===== src/mic_pkg.sv =====
// Constants for the CPU interrupt control unit.
// Assumes a 32-bit AXI4-Lite register bus; each register sits at byte address four times its index.
package mic_pkg;

  // Register indices; byte address is index times four
  localparam logic [7:0] IDX_EXT_IRQ_FLAGS    = 8'h91;
  localparam logic [7:0] IDX_STD_IRQ_ENABLES  = 8'ha8;
  localparam logic [7:0] IDX_STD_IRQ_PRIORITY = 8'hb8;
  localparam logic [7:0] IDX_EXT_IRQ_CONTROL  = 8'hd8;
  localparam logic [7:0] IDX_EXT_IRQ_ENABLES  = 8'he8;
  localparam logic [7:0] IDX_EXT_IRQ_RANKS    = 8'hf8;
  localparam logic [7:0] IDX_EVT_STATUS       = 8'h20;
  localparam logic [7:0] IDX_EVT_MASK         = 8'h21;
  localparam logic [7:0] IDX_PIN_MODE         = 8'h22;

  // Fixed read values of reserved bits
  localparam logic [7:0] EXT_FLAGS_FIXED = 8'h08;
  localparam logic [7:0] STD_PRIO_FIXED  = 8'h80;
  localparam logic [7:0] EXT_CTRL_FIXED  = 8'h40;
  localparam logic [7:0] EXT_EN_FIXED    = 8'he0;
  localparam logic [7:0] EXT_RANK_FIXED  = 8'he0;

  // Field positions
  localparam int GLOBAL_ALLOW_BIT = 7;
  localparam int EXT_FLAG_LSB     = 4;
  localparam int WAKEUP_FLAG_BIT  = 3;

  // Reset values
  localparam logic [7:0] RST_REG = 8'h00;

  // Source count and split between classic and extended sources
  localparam int NUM_SRC = 11;
  localparam int NUM_STD = 6;
  localparam int NUM_EXT = 5;

  // Vector addresses
  localparam logic [7:0] VEC_STD_BASE = 8'h03;
  localparam logic [7:0] VEC_EXT_BASE = 8'h43;
  localparam logic [7:0] VEC_STEP     = 8'h08;

  // Bus responses
  localparam logic [1:0] RESP_OKAY   = 2'b00;
  localparam logic [1:0] RESP_SLVERR = 2'b10;

endpackage


===== src/mic_irq_ctrl.sv =====
// Interrupt control unit: sources, enables, priorities and flags for the CPU core.
// Assumes peripherals and the CPU core share aclk; external pins arrive asynchronously.
//
// Summary of operation
// - Two active-low pins, edge or level
// - ADC, SPI, two radio, wakeup sources
// - Global allow masks all CPU requests when clear; irq is not masked
// - Classic enable bits per source
// - Reserved bits read fixed values
// - Classic priority bits, one means high
// - Radio 2 rising edge sets flag
// - Radio 1 rising edge sets flag
// - SPI byte done sets flag
// - ADC done rising edge sets flag
// - Software set raises request like hardware
// - Extended sources use separate registers
// - Extended enable bits per source
// - Extended priority bits, top reads one
// - Wakeup flag set, software clear/set
// - Vector addresses for extended sources
//
// The AXI4-Lite slave port was chosen for this implementation.
`timescale 1ns/1ps

module mic_irq_ctrl
  import mic_pkg::*;
(
  // Clock and reset
  input  wire logic        aclk,
  input  wire logic        aresetn,
  // AXI4-Lite write address
  input  wire logic [11:0] s_axi_awaddr,
  input  wire logic [2:0]  s_axi_awprot,
  input  wire logic        s_axi_awvalid,
  output logic             s_axi_awready,
  // AXI4-Lite write data
  input  wire logic [31:0] s_axi_wdata,
  input  wire logic [3:0]  s_axi_wstrb,
  input  wire logic        s_axi_wvalid,
  output logic             s_axi_wready,
  // AXI4-Lite write response
  output logic [1:0]       s_axi_bresp,
  output logic             s_axi_bvalid,
  input  wire logic        s_axi_bready,
  // AXI4-Lite read address
  input  wire logic [11:0] s_axi_araddr,
  input  wire logic [2:0]  s_axi_arprot,
  input  wire logic        s_axi_arvalid,
  output logic             s_axi_arready,
  // AXI4-Lite read data
  output logic [31:0]      s_axi_rdata,
  output logic [1:0]       s_axi_rresp,
  output logic             s_axi_rvalid,
  input  wire logic        s_axi_rready,
  // External request pins
  input  wire logic        external_request_0_low,
  input  wire logic        external_request_1_low,
  input  wire logic [1:0]  ext_pin_ack,
  // Classic source flags
  input  wire logic        timer0_overflow_flag,
  input  wire logic        timer1_overflow_flag,
  input  wire logic        timer2_overflow_flag,
  input  wire logic        timer2_external_flag,
  input  wire logic        uart_send_done_flag,
  input  wire logic        uart_recv_done_flag,
  // Extended source signals
  input  wire logic        adc_done_source,
  input  wire logic        spi_done_source,
  input  wire logic        radio_pkt_ready_1,
  input  wire logic        radio_pkt_ready_2,
  input  wire logic        wakeup_event,
  // CPU core requests
  output logic [10:0]      cpu_irq_req,
  output logic [10:0]      cpu_irq_high,
  output logic             cpu_irq_pending,
  output logic [7:0]       cpu_irq_vector,
  output logic             cpu_irq_vector_high,
  // Event interrupt
  output logic             irq
);

  // Map a byte address to a register index, 8'hff when out of range
  function automatic logic [7:0] reg_index(input logic [11:0] a);
    reg_index = (a[11:10] == 2'b00) ? a[9:2] : 8'hff;
  endfunction

  // True when an index names a register
  function automatic logic is_mapped(input logic [7:0] i);
    is_mapped = (i == IDX_EXT_IRQ_FLAGS) || (i == IDX_STD_IRQ_ENABLES) ||
                (i == IDX_STD_IRQ_PRIORITY) || (i == IDX_EXT_IRQ_CONTROL) ||
                (i == IDX_EXT_IRQ_ENABLES) || (i == IDX_EXT_IRQ_RANKS) ||
                (i == IDX_EVT_STATUS) || (i == IDX_EVT_MASK) || (i == IDX_PIN_MODE);
  endfunction

  // Vector address of a source in natural order
  function automatic logic [7:0] vector_of(input logic [3:0] s);
    logic [7:0] v;
    v = (s < 4'(NUM_STD)) ? VEC_STD_BASE + 8'(s) * VEC_STEP
                          : VEC_EXT_BASE + 8'(s - 4'(NUM_STD)) * VEC_STEP;
    vector_of = v;
  endfunction

  // Bus state
  logic             aw_hold_r;
  logic [11:0]      aw_addr_r;
  logic             w_hold_r;
  logic [7:0]       w_data_r;
  logic             w_strb_r;
  logic             bvalid_r;
  logic [1:0]       bresp_r;
  logic             rvalid_r;
  logic [31:0]      rdata_r;
  logic [1:0]       rresp_r;
  logic             wr_go;
  logic [7:0]       wr_idx;
  logic             wr_en;
  logic             rd_go;
  logic [7:0]       rd_idx;
  logic [7:0]       rd_val;

  // Interrupt registers
  logic             global_allow_r;
  logic [5:0]       std_allow_r;
  logic [5:0]       std_rank_r;
  logic [4:0]       ext_allow_r;
  logic [4:0]       ext_rank_r;
  logic [3:0]       ext_flag_r;
  logic [3:0]       ext_flag_nxt;
  logic             wakeup_flag_r;
  logic             wakeup_flag_nxt;
  logic [4:0]       evt_status_r;
  logic [4:0]       evt_status_nxt;
  logic [4:0]       evt_mask_r;
  logic [1:0]       pin_edge_mode_r;

  // Source tracking
  logic [4:0]       src_now;
  logic [4:0]       src_prev_r;
  logic [4:0]       src_rise;
  logic [1:0]       pin_raw;
  logic [1:0]       pin_meta_r;
  logic [1:0]       pin_sync_r;
  logic [1:0]       pin_prev_r;
  logic [1:0]       pin_edge_r;
  logic [1:0]       pin_req;

  // Request logic
  logic [10:0]      raw_req;
  logic [10:0]      allow_all;
  logic [10:0]      rank_all;
  logic [10:0]      live_req;
  logic             sel_found;
  logic             sel_high;
  logic [3:0]       sel_idx;

  // Write channel: address and data are taken in either order
  assign s_axi_awready = !aw_hold_r && !bvalid_r;
  assign s_axi_wready  = !w_hold_r && !bvalid_r;
  assign s_axi_bvalid  = bvalid_r;
  assign s_axi_bresp   = bresp_r;
  assign wr_go         = aw_hold_r && w_hold_r && !bvalid_r;
  assign wr_idx        = reg_index(aw_addr_r);
  assign wr_en         = wr_go && w_strb_r;

  always_ff @(posedge aclk) begin
    if (!aresetn) begin
      aw_hold_r <= 1'b0;
      aw_addr_r <= 12'h000;
    end else if (s_axi_awvalid && s_axi_awready) begin
      aw_hold_r <= 1'b1;
      aw_addr_r <= s_axi_awaddr;
    end else if (wr_go) begin
      aw_hold_r <= 1'b0;
    end
  end

  always_ff @(posedge aclk) begin
    if (!aresetn) begin
      w_hold_r <= 1'b0;
      w_data_r <= 8'h00;
      w_strb_r <= 1'b0;
    end else if (s_axi_wvalid && s_axi_wready) begin
      w_hold_r <= 1'b1;
      w_data_r <= s_axi_wdata[7:0];
      w_strb_r <= s_axi_wstrb[0];
    end else if (wr_go) begin
      w_hold_r <= 1'b0;
    end
  end

  always_ff @(posedge aclk) begin
    if (!aresetn) begin
      bvalid_r <= 1'b0;
      bresp_r  <= RESP_OKAY;
    end else if (wr_go) begin
      bvalid_r <= 1'b1;
      bresp_r  <= is_mapped(wr_idx) ? RESP_OKAY : RESP_SLVERR;
    end else if (s_axi_bready) begin
      bvalid_r <= 1'b0;
    end
  end

  // Read channel: one read at a time, answered on the next edge
  assign s_axi_arready = !rvalid_r;
  assign s_axi_rvalid  = rvalid_r;
  assign s_axi_rdata   = rdata_r;
  assign s_axi_rresp   = rresp_r;
  assign rd_go         = s_axi_arvalid && !rvalid_r;
  assign rd_idx        = reg_index(s_axi_araddr);

  // Read values with fixed reserved bits
  always_comb begin
    rd_val = 8'h00;
    case (rd_idx)
      IDX_EXT_IRQ_FLAGS:    rd_val = {ext_flag_r, 4'h0} | EXT_FLAGS_FIXED;
      IDX_STD_IRQ_ENABLES:  rd_val = {global_allow_r, 1'b0, std_allow_r};
      IDX_STD_IRQ_PRIORITY: rd_val = {2'b00, std_rank_r} | STD_PRIO_FIXED;
      IDX_EXT_IRQ_CONTROL:  rd_val = {4'h0, wakeup_flag_r, 3'h0} | EXT_CTRL_FIXED;
      IDX_EXT_IRQ_ENABLES:  rd_val = {3'h0, ext_allow_r} | EXT_EN_FIXED;
      IDX_EXT_IRQ_RANKS:    rd_val = {3'h0, ext_rank_r} | EXT_RANK_FIXED;
      IDX_EVT_STATUS:       rd_val = {3'h0, evt_status_r};
      IDX_EVT_MASK:         rd_val = {3'h0, evt_mask_r};
      IDX_PIN_MODE:         rd_val = {6'h00, pin_edge_mode_r};
      default:              rd_val = 8'h00;
    endcase
  end

  always_ff @(posedge aclk) begin
    if (!aresetn) begin
      rvalid_r <= 1'b0;
      rdata_r  <= 32'h0000_0000;
      rresp_r  <= RESP_OKAY;
    end else if (rd_go) begin
      rvalid_r <= 1'b1;
      rdata_r  <= {24'h00_0000, rd_val};
      rresp_r  <= is_mapped(rd_idx) ? RESP_OKAY : RESP_SLVERR;
    end else if (s_axi_rready) begin
      rvalid_r <= 1'b0;
    end
  end

  // Classic enable and priority registers
  always_ff @(posedge aclk) begin
    if (!aresetn) begin
      global_allow_r <= RST_REG[GLOBAL_ALLOW_BIT];
      std_allow_r    <= RST_REG[5:0];
    end else if (wr_en && wr_idx == IDX_STD_IRQ_ENABLES) begin
      global_allow_r <= w_data_r[GLOBAL_ALLOW_BIT];
      std_allow_r    <= w_data_r[5:0];
    end
  end

  always_ff @(posedge aclk) begin
    if (!aresetn) begin
      std_rank_r <= RST_REG[5:0];
    end else if (wr_en && wr_idx == IDX_STD_IRQ_PRIORITY) begin
      std_rank_r <= w_data_r[5:0];
    end
  end

  // Extended enable and priority registers
  always_ff @(posedge aclk) begin
    if (!aresetn) begin
      ext_allow_r <= RST_REG[4:0];
    end else if (wr_en && wr_idx == IDX_EXT_IRQ_ENABLES) begin
      ext_allow_r <= w_data_r[4:0];
    end
  end

  always_ff @(posedge aclk) begin
    if (!aresetn) begin
      ext_rank_r <= RST_REG[4:0];
    end else if (wr_en && wr_idx == IDX_EXT_IRQ_RANKS) begin
      ext_rank_r <= w_data_r[4:0];
    end
  end

  // Rising edges of internal sources
  assign src_now  = {wakeup_event, radio_pkt_ready_2, radio_pkt_ready_1, spi_done_source, adc_done_source};
  assign src_rise = src_now & ~src_prev_r;

  always_ff @(posedge aclk) begin
    if (!aresetn) begin
      src_prev_r <= 5'h00;
    end else begin
      src_prev_r <= src_now;
    end
  end

  // Extended flags; a hardware set wins over a software clear
  always_comb begin
    ext_flag_nxt = ext_flag_r;
    if (wr_en && wr_idx == IDX_EXT_IRQ_FLAGS) begin
      ext_flag_nxt = w_data_r[7:EXT_FLAG_LSB];
    end
    ext_flag_nxt[3] = ext_flag_nxt[3] | src_rise[3];
    ext_flag_nxt[2] = ext_flag_nxt[2] | src_rise[2];
    ext_flag_nxt[1] = ext_flag_nxt[1] | src_rise[1];
    ext_flag_nxt[0] = ext_flag_nxt[0] | src_rise[0];
  end

  always_comb begin
    wakeup_flag_nxt = wakeup_flag_r;
    if (wr_en && wr_idx == IDX_EXT_IRQ_CONTROL) begin
      wakeup_flag_nxt = w_data_r[WAKEUP_FLAG_BIT];
    end
    wakeup_flag_nxt = wakeup_flag_nxt | src_rise[4];
  end

  always_ff @(posedge aclk) begin
    if (!aresetn) begin
      ext_flag_r    <= RST_REG[3:0];
      wakeup_flag_r <= RST_REG[WAKEUP_FLAG_BIT];
    end else begin
      ext_flag_r    <= ext_flag_nxt;
      wakeup_flag_r <= wakeup_flag_nxt;
    end
  end

  // Event status, cleared by reading it; a new event wins
  always_comb begin
    evt_status_nxt = evt_status_r;
    if (rd_go && rd_idx == IDX_EVT_STATUS) begin
      evt_status_nxt = 5'h00;
    end
    evt_status_nxt = evt_status_nxt | src_rise;
  end

  always_ff @(posedge aclk) begin
    if (!aresetn) begin
      evt_status_r <= RST_REG[4:0];
    end else begin
      evt_status_r <= evt_status_nxt;
    end
  end

  always_ff @(posedge aclk) begin
    if (!aresetn) begin
      evt_mask_r <= RST_REG[4:0];
    end else if (wr_en && wr_idx == IDX_EVT_MASK) begin
      evt_mask_r <= w_data_r[4:0];
    end
  end

  always_ff @(posedge aclk) begin
    if (!aresetn) begin
      irq <= 1'b0;
    end else begin
      irq <= |(evt_status_nxt & evt_mask_r);
    end
  end

  // Pin sense mode, one bit per pin
  always_ff @(posedge aclk) begin
    if (!aresetn) begin
      pin_edge_mode_r <= RST_REG[1:0];
    end else if (wr_en && wr_idx == IDX_PIN_MODE) begin
      pin_edge_mode_r <= w_data_r[1:0];
    end
  end

  // External pins: synchronise, then level or latched falling edge
  assign pin_raw = {external_request_1_low, external_request_0_low};

  genvar gp;
  generate
    for (gp = 0; gp < 2; gp++) begin : g_pin
      always_ff @(posedge aclk) begin
        if (!aresetn) begin
          pin_meta_r[gp] <= 1'b1;
          pin_sync_r[gp] <= 1'b1;
          pin_prev_r[gp] <= 1'b1;
        end else begin
          pin_meta_r[gp] <= pin_raw[gp];
          pin_sync_r[gp] <= pin_meta_r[gp];
          pin_prev_r[gp] <= pin_sync_r[gp];
        end
      end

      always_ff @(posedge aclk) begin
        if (!aresetn) begin
          pin_edge_r[gp] <= 1'b0;
        end else if (pin_prev_r[gp] && !pin_sync_r[gp]) begin
          pin_edge_r[gp] <= 1'b1;
        end else if (ext_pin_ack[gp] || !pin_edge_mode_r[gp]) begin
          pin_edge_r[gp] <= 1'b0;
        end
      end

      assign pin_req[gp] = pin_edge_mode_r[gp] ? pin_edge_r[gp] : !pin_sync_r[gp];
    end
  endgenerate

  // Sources in natural order; extended sources use their own registers
  assign raw_req = {wakeup_flag_r, ext_flag_r,
                    timer2_overflow_flag | timer2_external_flag,
                    uart_send_done_flag | uart_recv_done_flag,
                    timer1_overflow_flag, pin_req[1],
                    timer0_overflow_flag, pin_req[0]};
  assign allow_all = {ext_allow_r, std_allow_r};
  assign rank_all  = {ext_rank_r, std_rank_r};
  assign live_req  = raw_req & allow_all & {NUM_SRC{global_allow_r}};

  // Pick the pending source: high rank first, then natural order
  always_comb begin
    sel_found = 1'b0;
    sel_high  = 1'b0;
    sel_idx   = 4'h0;
    for (int i = 0; i < NUM_SRC; i++) begin
      if (live_req[i] && rank_all[i] && !(sel_found && sel_high)) begin
        sel_found = 1'b1;
        sel_high  = 1'b1;
        sel_idx   = 4'(i);
      end else if (live_req[i] && !sel_found) begin
        sel_found = 1'b1;
        sel_idx   = 4'(i);
      end
    end
  end

  always_ff @(posedge aclk) begin
    if (!aresetn) begin
      cpu_irq_req         <= 11'h000;
      cpu_irq_high        <= 11'h000;
      cpu_irq_pending     <= 1'b0;
      cpu_irq_vector      <= 8'h00;
      cpu_irq_vector_high <= 1'b0;
    end else begin
      cpu_irq_req         <= live_req;
      cpu_irq_high        <= live_req & rank_all;
      cpu_irq_pending     <= sel_found;
      cpu_irq_vector      <= sel_found ? vector_of(sel_idx) : 8'h00;
      cpu_irq_vector_high <= sel_found && sel_high;
    end
  end

endmodule


===== config.mk =====
export PLATFORM = sky130hd
export DESIGN_NAME = mic_irq_ctrl
export DESIGN_NICKNAME = d
export VERILOG_FILES = /design/src/mic_pkg.sv /design/src/mic_irq_ctrl.sv
export SDC_FILE = /design/constraint.sdc
export NUM_CORES = 1
export LEC_CHECK = 0
export ABC_AREA = 1
export BUFFER_PORTS_ARGS = -buffer_cell sky130_fd_sc_hd__buf_2
export CAP_MARGIN = 15
export CORE_ASPECT_RATIO = 0.6
export CORE_MARGIN = 5
export CORE_UTILIZATION = 47
export DETAILED_ROUTE_END_ITERATION = 10
export PLACE_DENSITY_LB_ADDON = 0.2
export SLEW_MARGIN = 20
export SYNTH_ARGS = -nofsm -noshare
export SYNTH_HDL_FRONTEND = slang
export SYNTH_SLANG_ARGS = --single-unit

===== constraint.sdc =====
create_clock -name aclk -period 2.6 [get_ports aclk]
set_clock_uncertainty 0.15 [all_clocks]
set_input_delay 0.52 -clock aclk [delete_from_list [all_inputs] [get_ports aclk]]
set_output_delay 0.52 -clock aclk [all_outputs]
set_load 0.02 [all_outputs]

==> metrics.yaml <==
sta:
  finalSetupViolations: 1
  worst_slack_ps: -33.40
  min_period_over_period_pct: 101.3
  finalHoldViolations: 0
  relSlewSlack_pct: 53.04
  layout_min_cycle_time_ps: 2633
  fin_setup_tns_ps: -33.40
  rsz0062_at_grt: "yes"
  drv_slew: 0
  fmax_mhz: 379.7
  tightest_slew_ps: 698.4
run_status:
  violations: "setup timing"
  status: "finished with violations"
clock_network:
  htreeDepth: 4
  clk_path_buf_depth: 2
  cts.sinks: 117
  clk_latency_ps: 400
  clk_pin_slew_ps: 50
  numCtsBuffers: 17
  cts_tree: "done"
  cts_root_buffer: "clkbuf_16"
worst_setup_path:
  cp-end-kind: "flip-flop"
  cp.required_ps: 2790
  rrSetupSlack_ps: -30
  startpoint: "global_allow_r"
  cp_data_arrival_time_ps: 2820
  r2r_cells: 15
  rr_endpoint: "cpu_irq_vector[7]"
  reg2reg_from: "global_allow_r"
  cp-endpoint: "cpu_irq_vector[7]"
  cp-start-kind: "flip-flop"
  critical_path_class: "flip-flop to flip-flop"
  crit_fanout: 6
grt:
  grt_max_degree: 65
  grt_pass1_vias: 5090
  grtUsageTotal_pct: 23.70
  grt_pass1_wl_um: 25830
  overflow: 0
  grt_antenna_before_repair: 0
final_layout:
  fin_nets: 979
  drive_above_1_share_pct: 32.44
  fin_util_pct: 64.04
  antenna_cells: 0
  multi_input_area_um2: 2633
  synthToLayoutAreaGrowth_pct: 33.56
  n_fill_cell: 976
  layout_commonest_cell: "dfxtp_1"
  stdcell_count: 1060
  final_cell_mix: "dfxtp_1 (114), inv_1 (99), buf_2 (97)"
  regArea_um2: 2349
power:
  seq_power_share_pct: 42.4
  p_comb_share_pct: 7.9
  p_per_area_nw_per_um2: 616.3
  total_leakage_power_nw: 3.545
  swShare_pct: 23.92
  p_int_mw: 3.393
  p_sw_mw: 1.067
  power_mw: 4.459
  ir_drop_mv: 0.5033
  p_clk_share_pct: 49.6
place:
  pre_cts_ws_ps: -329.9
  gp_congestion: 0.9624
  hpwl_um: 12420
  placed_cells_incl_taps: 1011
  portBuffers: 97
synthesis:
  ys_ff_latch: 117
  ys_seq_area_share_pct: 43.23
  synthCells: 722
  ys.warnings.count: 0
  synth.distinct_cells: 44
  synth_ff_type: "dfxtp_1"
  avgSynthCellArea_um2: 7.504
  netlist_area_um2: 5418
  synth_edf_count: 0
  async_flop_share_pct: 0
route:
  vias: 5349
  drc_errors: 0
  wl_um: 16530
  firstDrtPassIters: 5
  viasPerCell: 5.046
  drt_iter0_drc: 563
  ant_nets: 0
  wl_per_cell_um: 15.60
floorplan:
  dieArea_um2: 13840
  fp.dieW_um: 148.6
  row_count: 30
  pin_count: 162
  core_area_um2: 11300
  die_y_um: 93.17
  start_util_pct: 47.95
job:
  drv_cap: 0
worst_hold_path:
  holdCritPathClass: "input port to flip-flop"
[metal layers]
layer / routed length, µm / global-route usage, % / vias up
met5: 0 / 0 / -
met4: 199 / 6.841 / 0
met3: 1745 / 9.104 / 31
met2: 6791 / 33.13 / 240
met1: 7794 / 33.71 / 2445
li1: - / - / 2633
[power groups by stage]
stage	registers (mW)	clock network, mW	logic [mW]
2_1_floorplan	1.92	0	0.257
3_3_place_gp	1.93	0	0.333
3_5_place_dp	1.93	0	0.346
4_1_cts	1.89	2.25	0.349
5_1_grt	1.90	2.32	0.398
6_report	1.89	2.21	0.354
[cell type report]
class,instances,area share [%]
clock buffer,20,6.312
clock inverter,10,1.487
inverter,119,6.346
multi-input combinational,467,36.38
sequential,117,32.46
tap,160,2.767
timing repair buffer,167,14.25
[state kept, by name, indices dropped and copies added, names as in the netlist, 2 cells and up]
signal           count
src_prev_r           5
aw_addr_r           10
cpu_irq_req         11
evt_mask_r           5
cpu_irq_high        11
w_data_r             8
std_rank_r           6
pin_sync_r           2
pin_edge_mode_r      2
pin_meta_r           2
evt_status_r         5
pin_edge_r           2
s_axi_rdata          8
ext_flag_r           4
cpu_irq_vector       6
pin_prev_r           2
std_allow_r          6
ext_rank_r           5
ext_allow_r          5
[repair_timing]
| action | 4_1_cts | 5_1_grt |
|---|---|---|
| setup endpoints to repair | 4 | 8 |
| gates resized for setup | 22 | 32 |
| pin swaps | 10 | 28 |
| gates cloned | 0 | 0 |
| hold buffers | 0 | 0 |
| buffers inserted | 15 | 9 |
[per-stage QoR]
step | area, µm² | hold WS, ps
6_report | 7236 | 149.6
3_5_place_dp | 6326 | 250.4
5_1_grt | 7236 | 145.7
4_1_cts | 7064 | 138.8
3_3_place_gp | 6326 | 243.6
2_1_floorplan | 5515 | 242.5
[critical path: stages, from the launching register on]
cell and delay [ps]:
dfxtp_4 460, inv_6 70, nor3_4 280, nand2_2 150, nand4_1 200, nor2_4 70
nand4_1 100, nand2_1 90, and2b_4 270, nand2_4 50, inv_2 60, ha_4 120
inv_2 40, ha_4 250, nand4_1 70, a21oi_1 140
[Yosys cell counts, types with 2 or more instances]
library cell / instances / area share (%)
nor2_2: 8 / 0.92
o22ai_1: 9 / 1.0
o21ai_0: 63 / 5.8
inv_2: 14 / 0.97
or2_2: 4 / 0.46
nand2_4: 2 / 0.42
o21ai_1: 6 / 0.55
inv_1: 103 / 7.1
o211ai_1: 3 / 0.42
nand3_4: 2 / 0.65
nor3_4: 4 / 1.2
nand4_1: 14 / 1.6
a21oi_2: 2 / 0.32
nor3_1: 12 / 1.1
nor2_4: 6 / 1.2
clkbuf_1: 15 / 1.0
nor3_2: 4 / 0.74
nand2_1: 86 / 6.0
o31ai_1: 6 / 0.83
a21oi_1: 61 / 5.6
nor4_1: 3 / 0.35
nand3_2: 8 / 1.5
ha_1: 2 / 0.46
nor2_1: 85 / 5.9
buf_4: 28 / 3.9
a221oi_1: 2 / 0.32
nand2_2: 9 / 1.0
nand3_1: 29 / 2.7
dfxtp_1: 117 / 43
[kinds of logic after synthesis]
group / after synthesis / share of synthesized area (%)
simple gates: 282 / 27.14
buf+inv: 164 / 13.51
compound gates: 156 / 15.59
flops: 117 / 43.23
fa+ha+maj: 2 / 0.4618
other cells: 1 / 0.06922
[how the worst min path moves through the flow]
stage / slack [ps] / end / cells past startpoint / startpoint
final: 150 / pin_meta_r[1] / 2 / external_request_1_low
after global routing: 150 / pin_meta_r[1] / 2 / external_request_1_low
after CTS: 140 / pin_meta_r[1] / 2 / external_request_1_low
after detailed placement: 250 / pin_sync_r[1] / 1 / pin_meta_r[1]
after global placement: 240 / pin_sync_r[1] / 1 / pin_meta_r[1]
after floorplan: 240 / pin_sync_r[0] / 1 / pin_meta_r[0]
(Power assumes the default switching activity.)
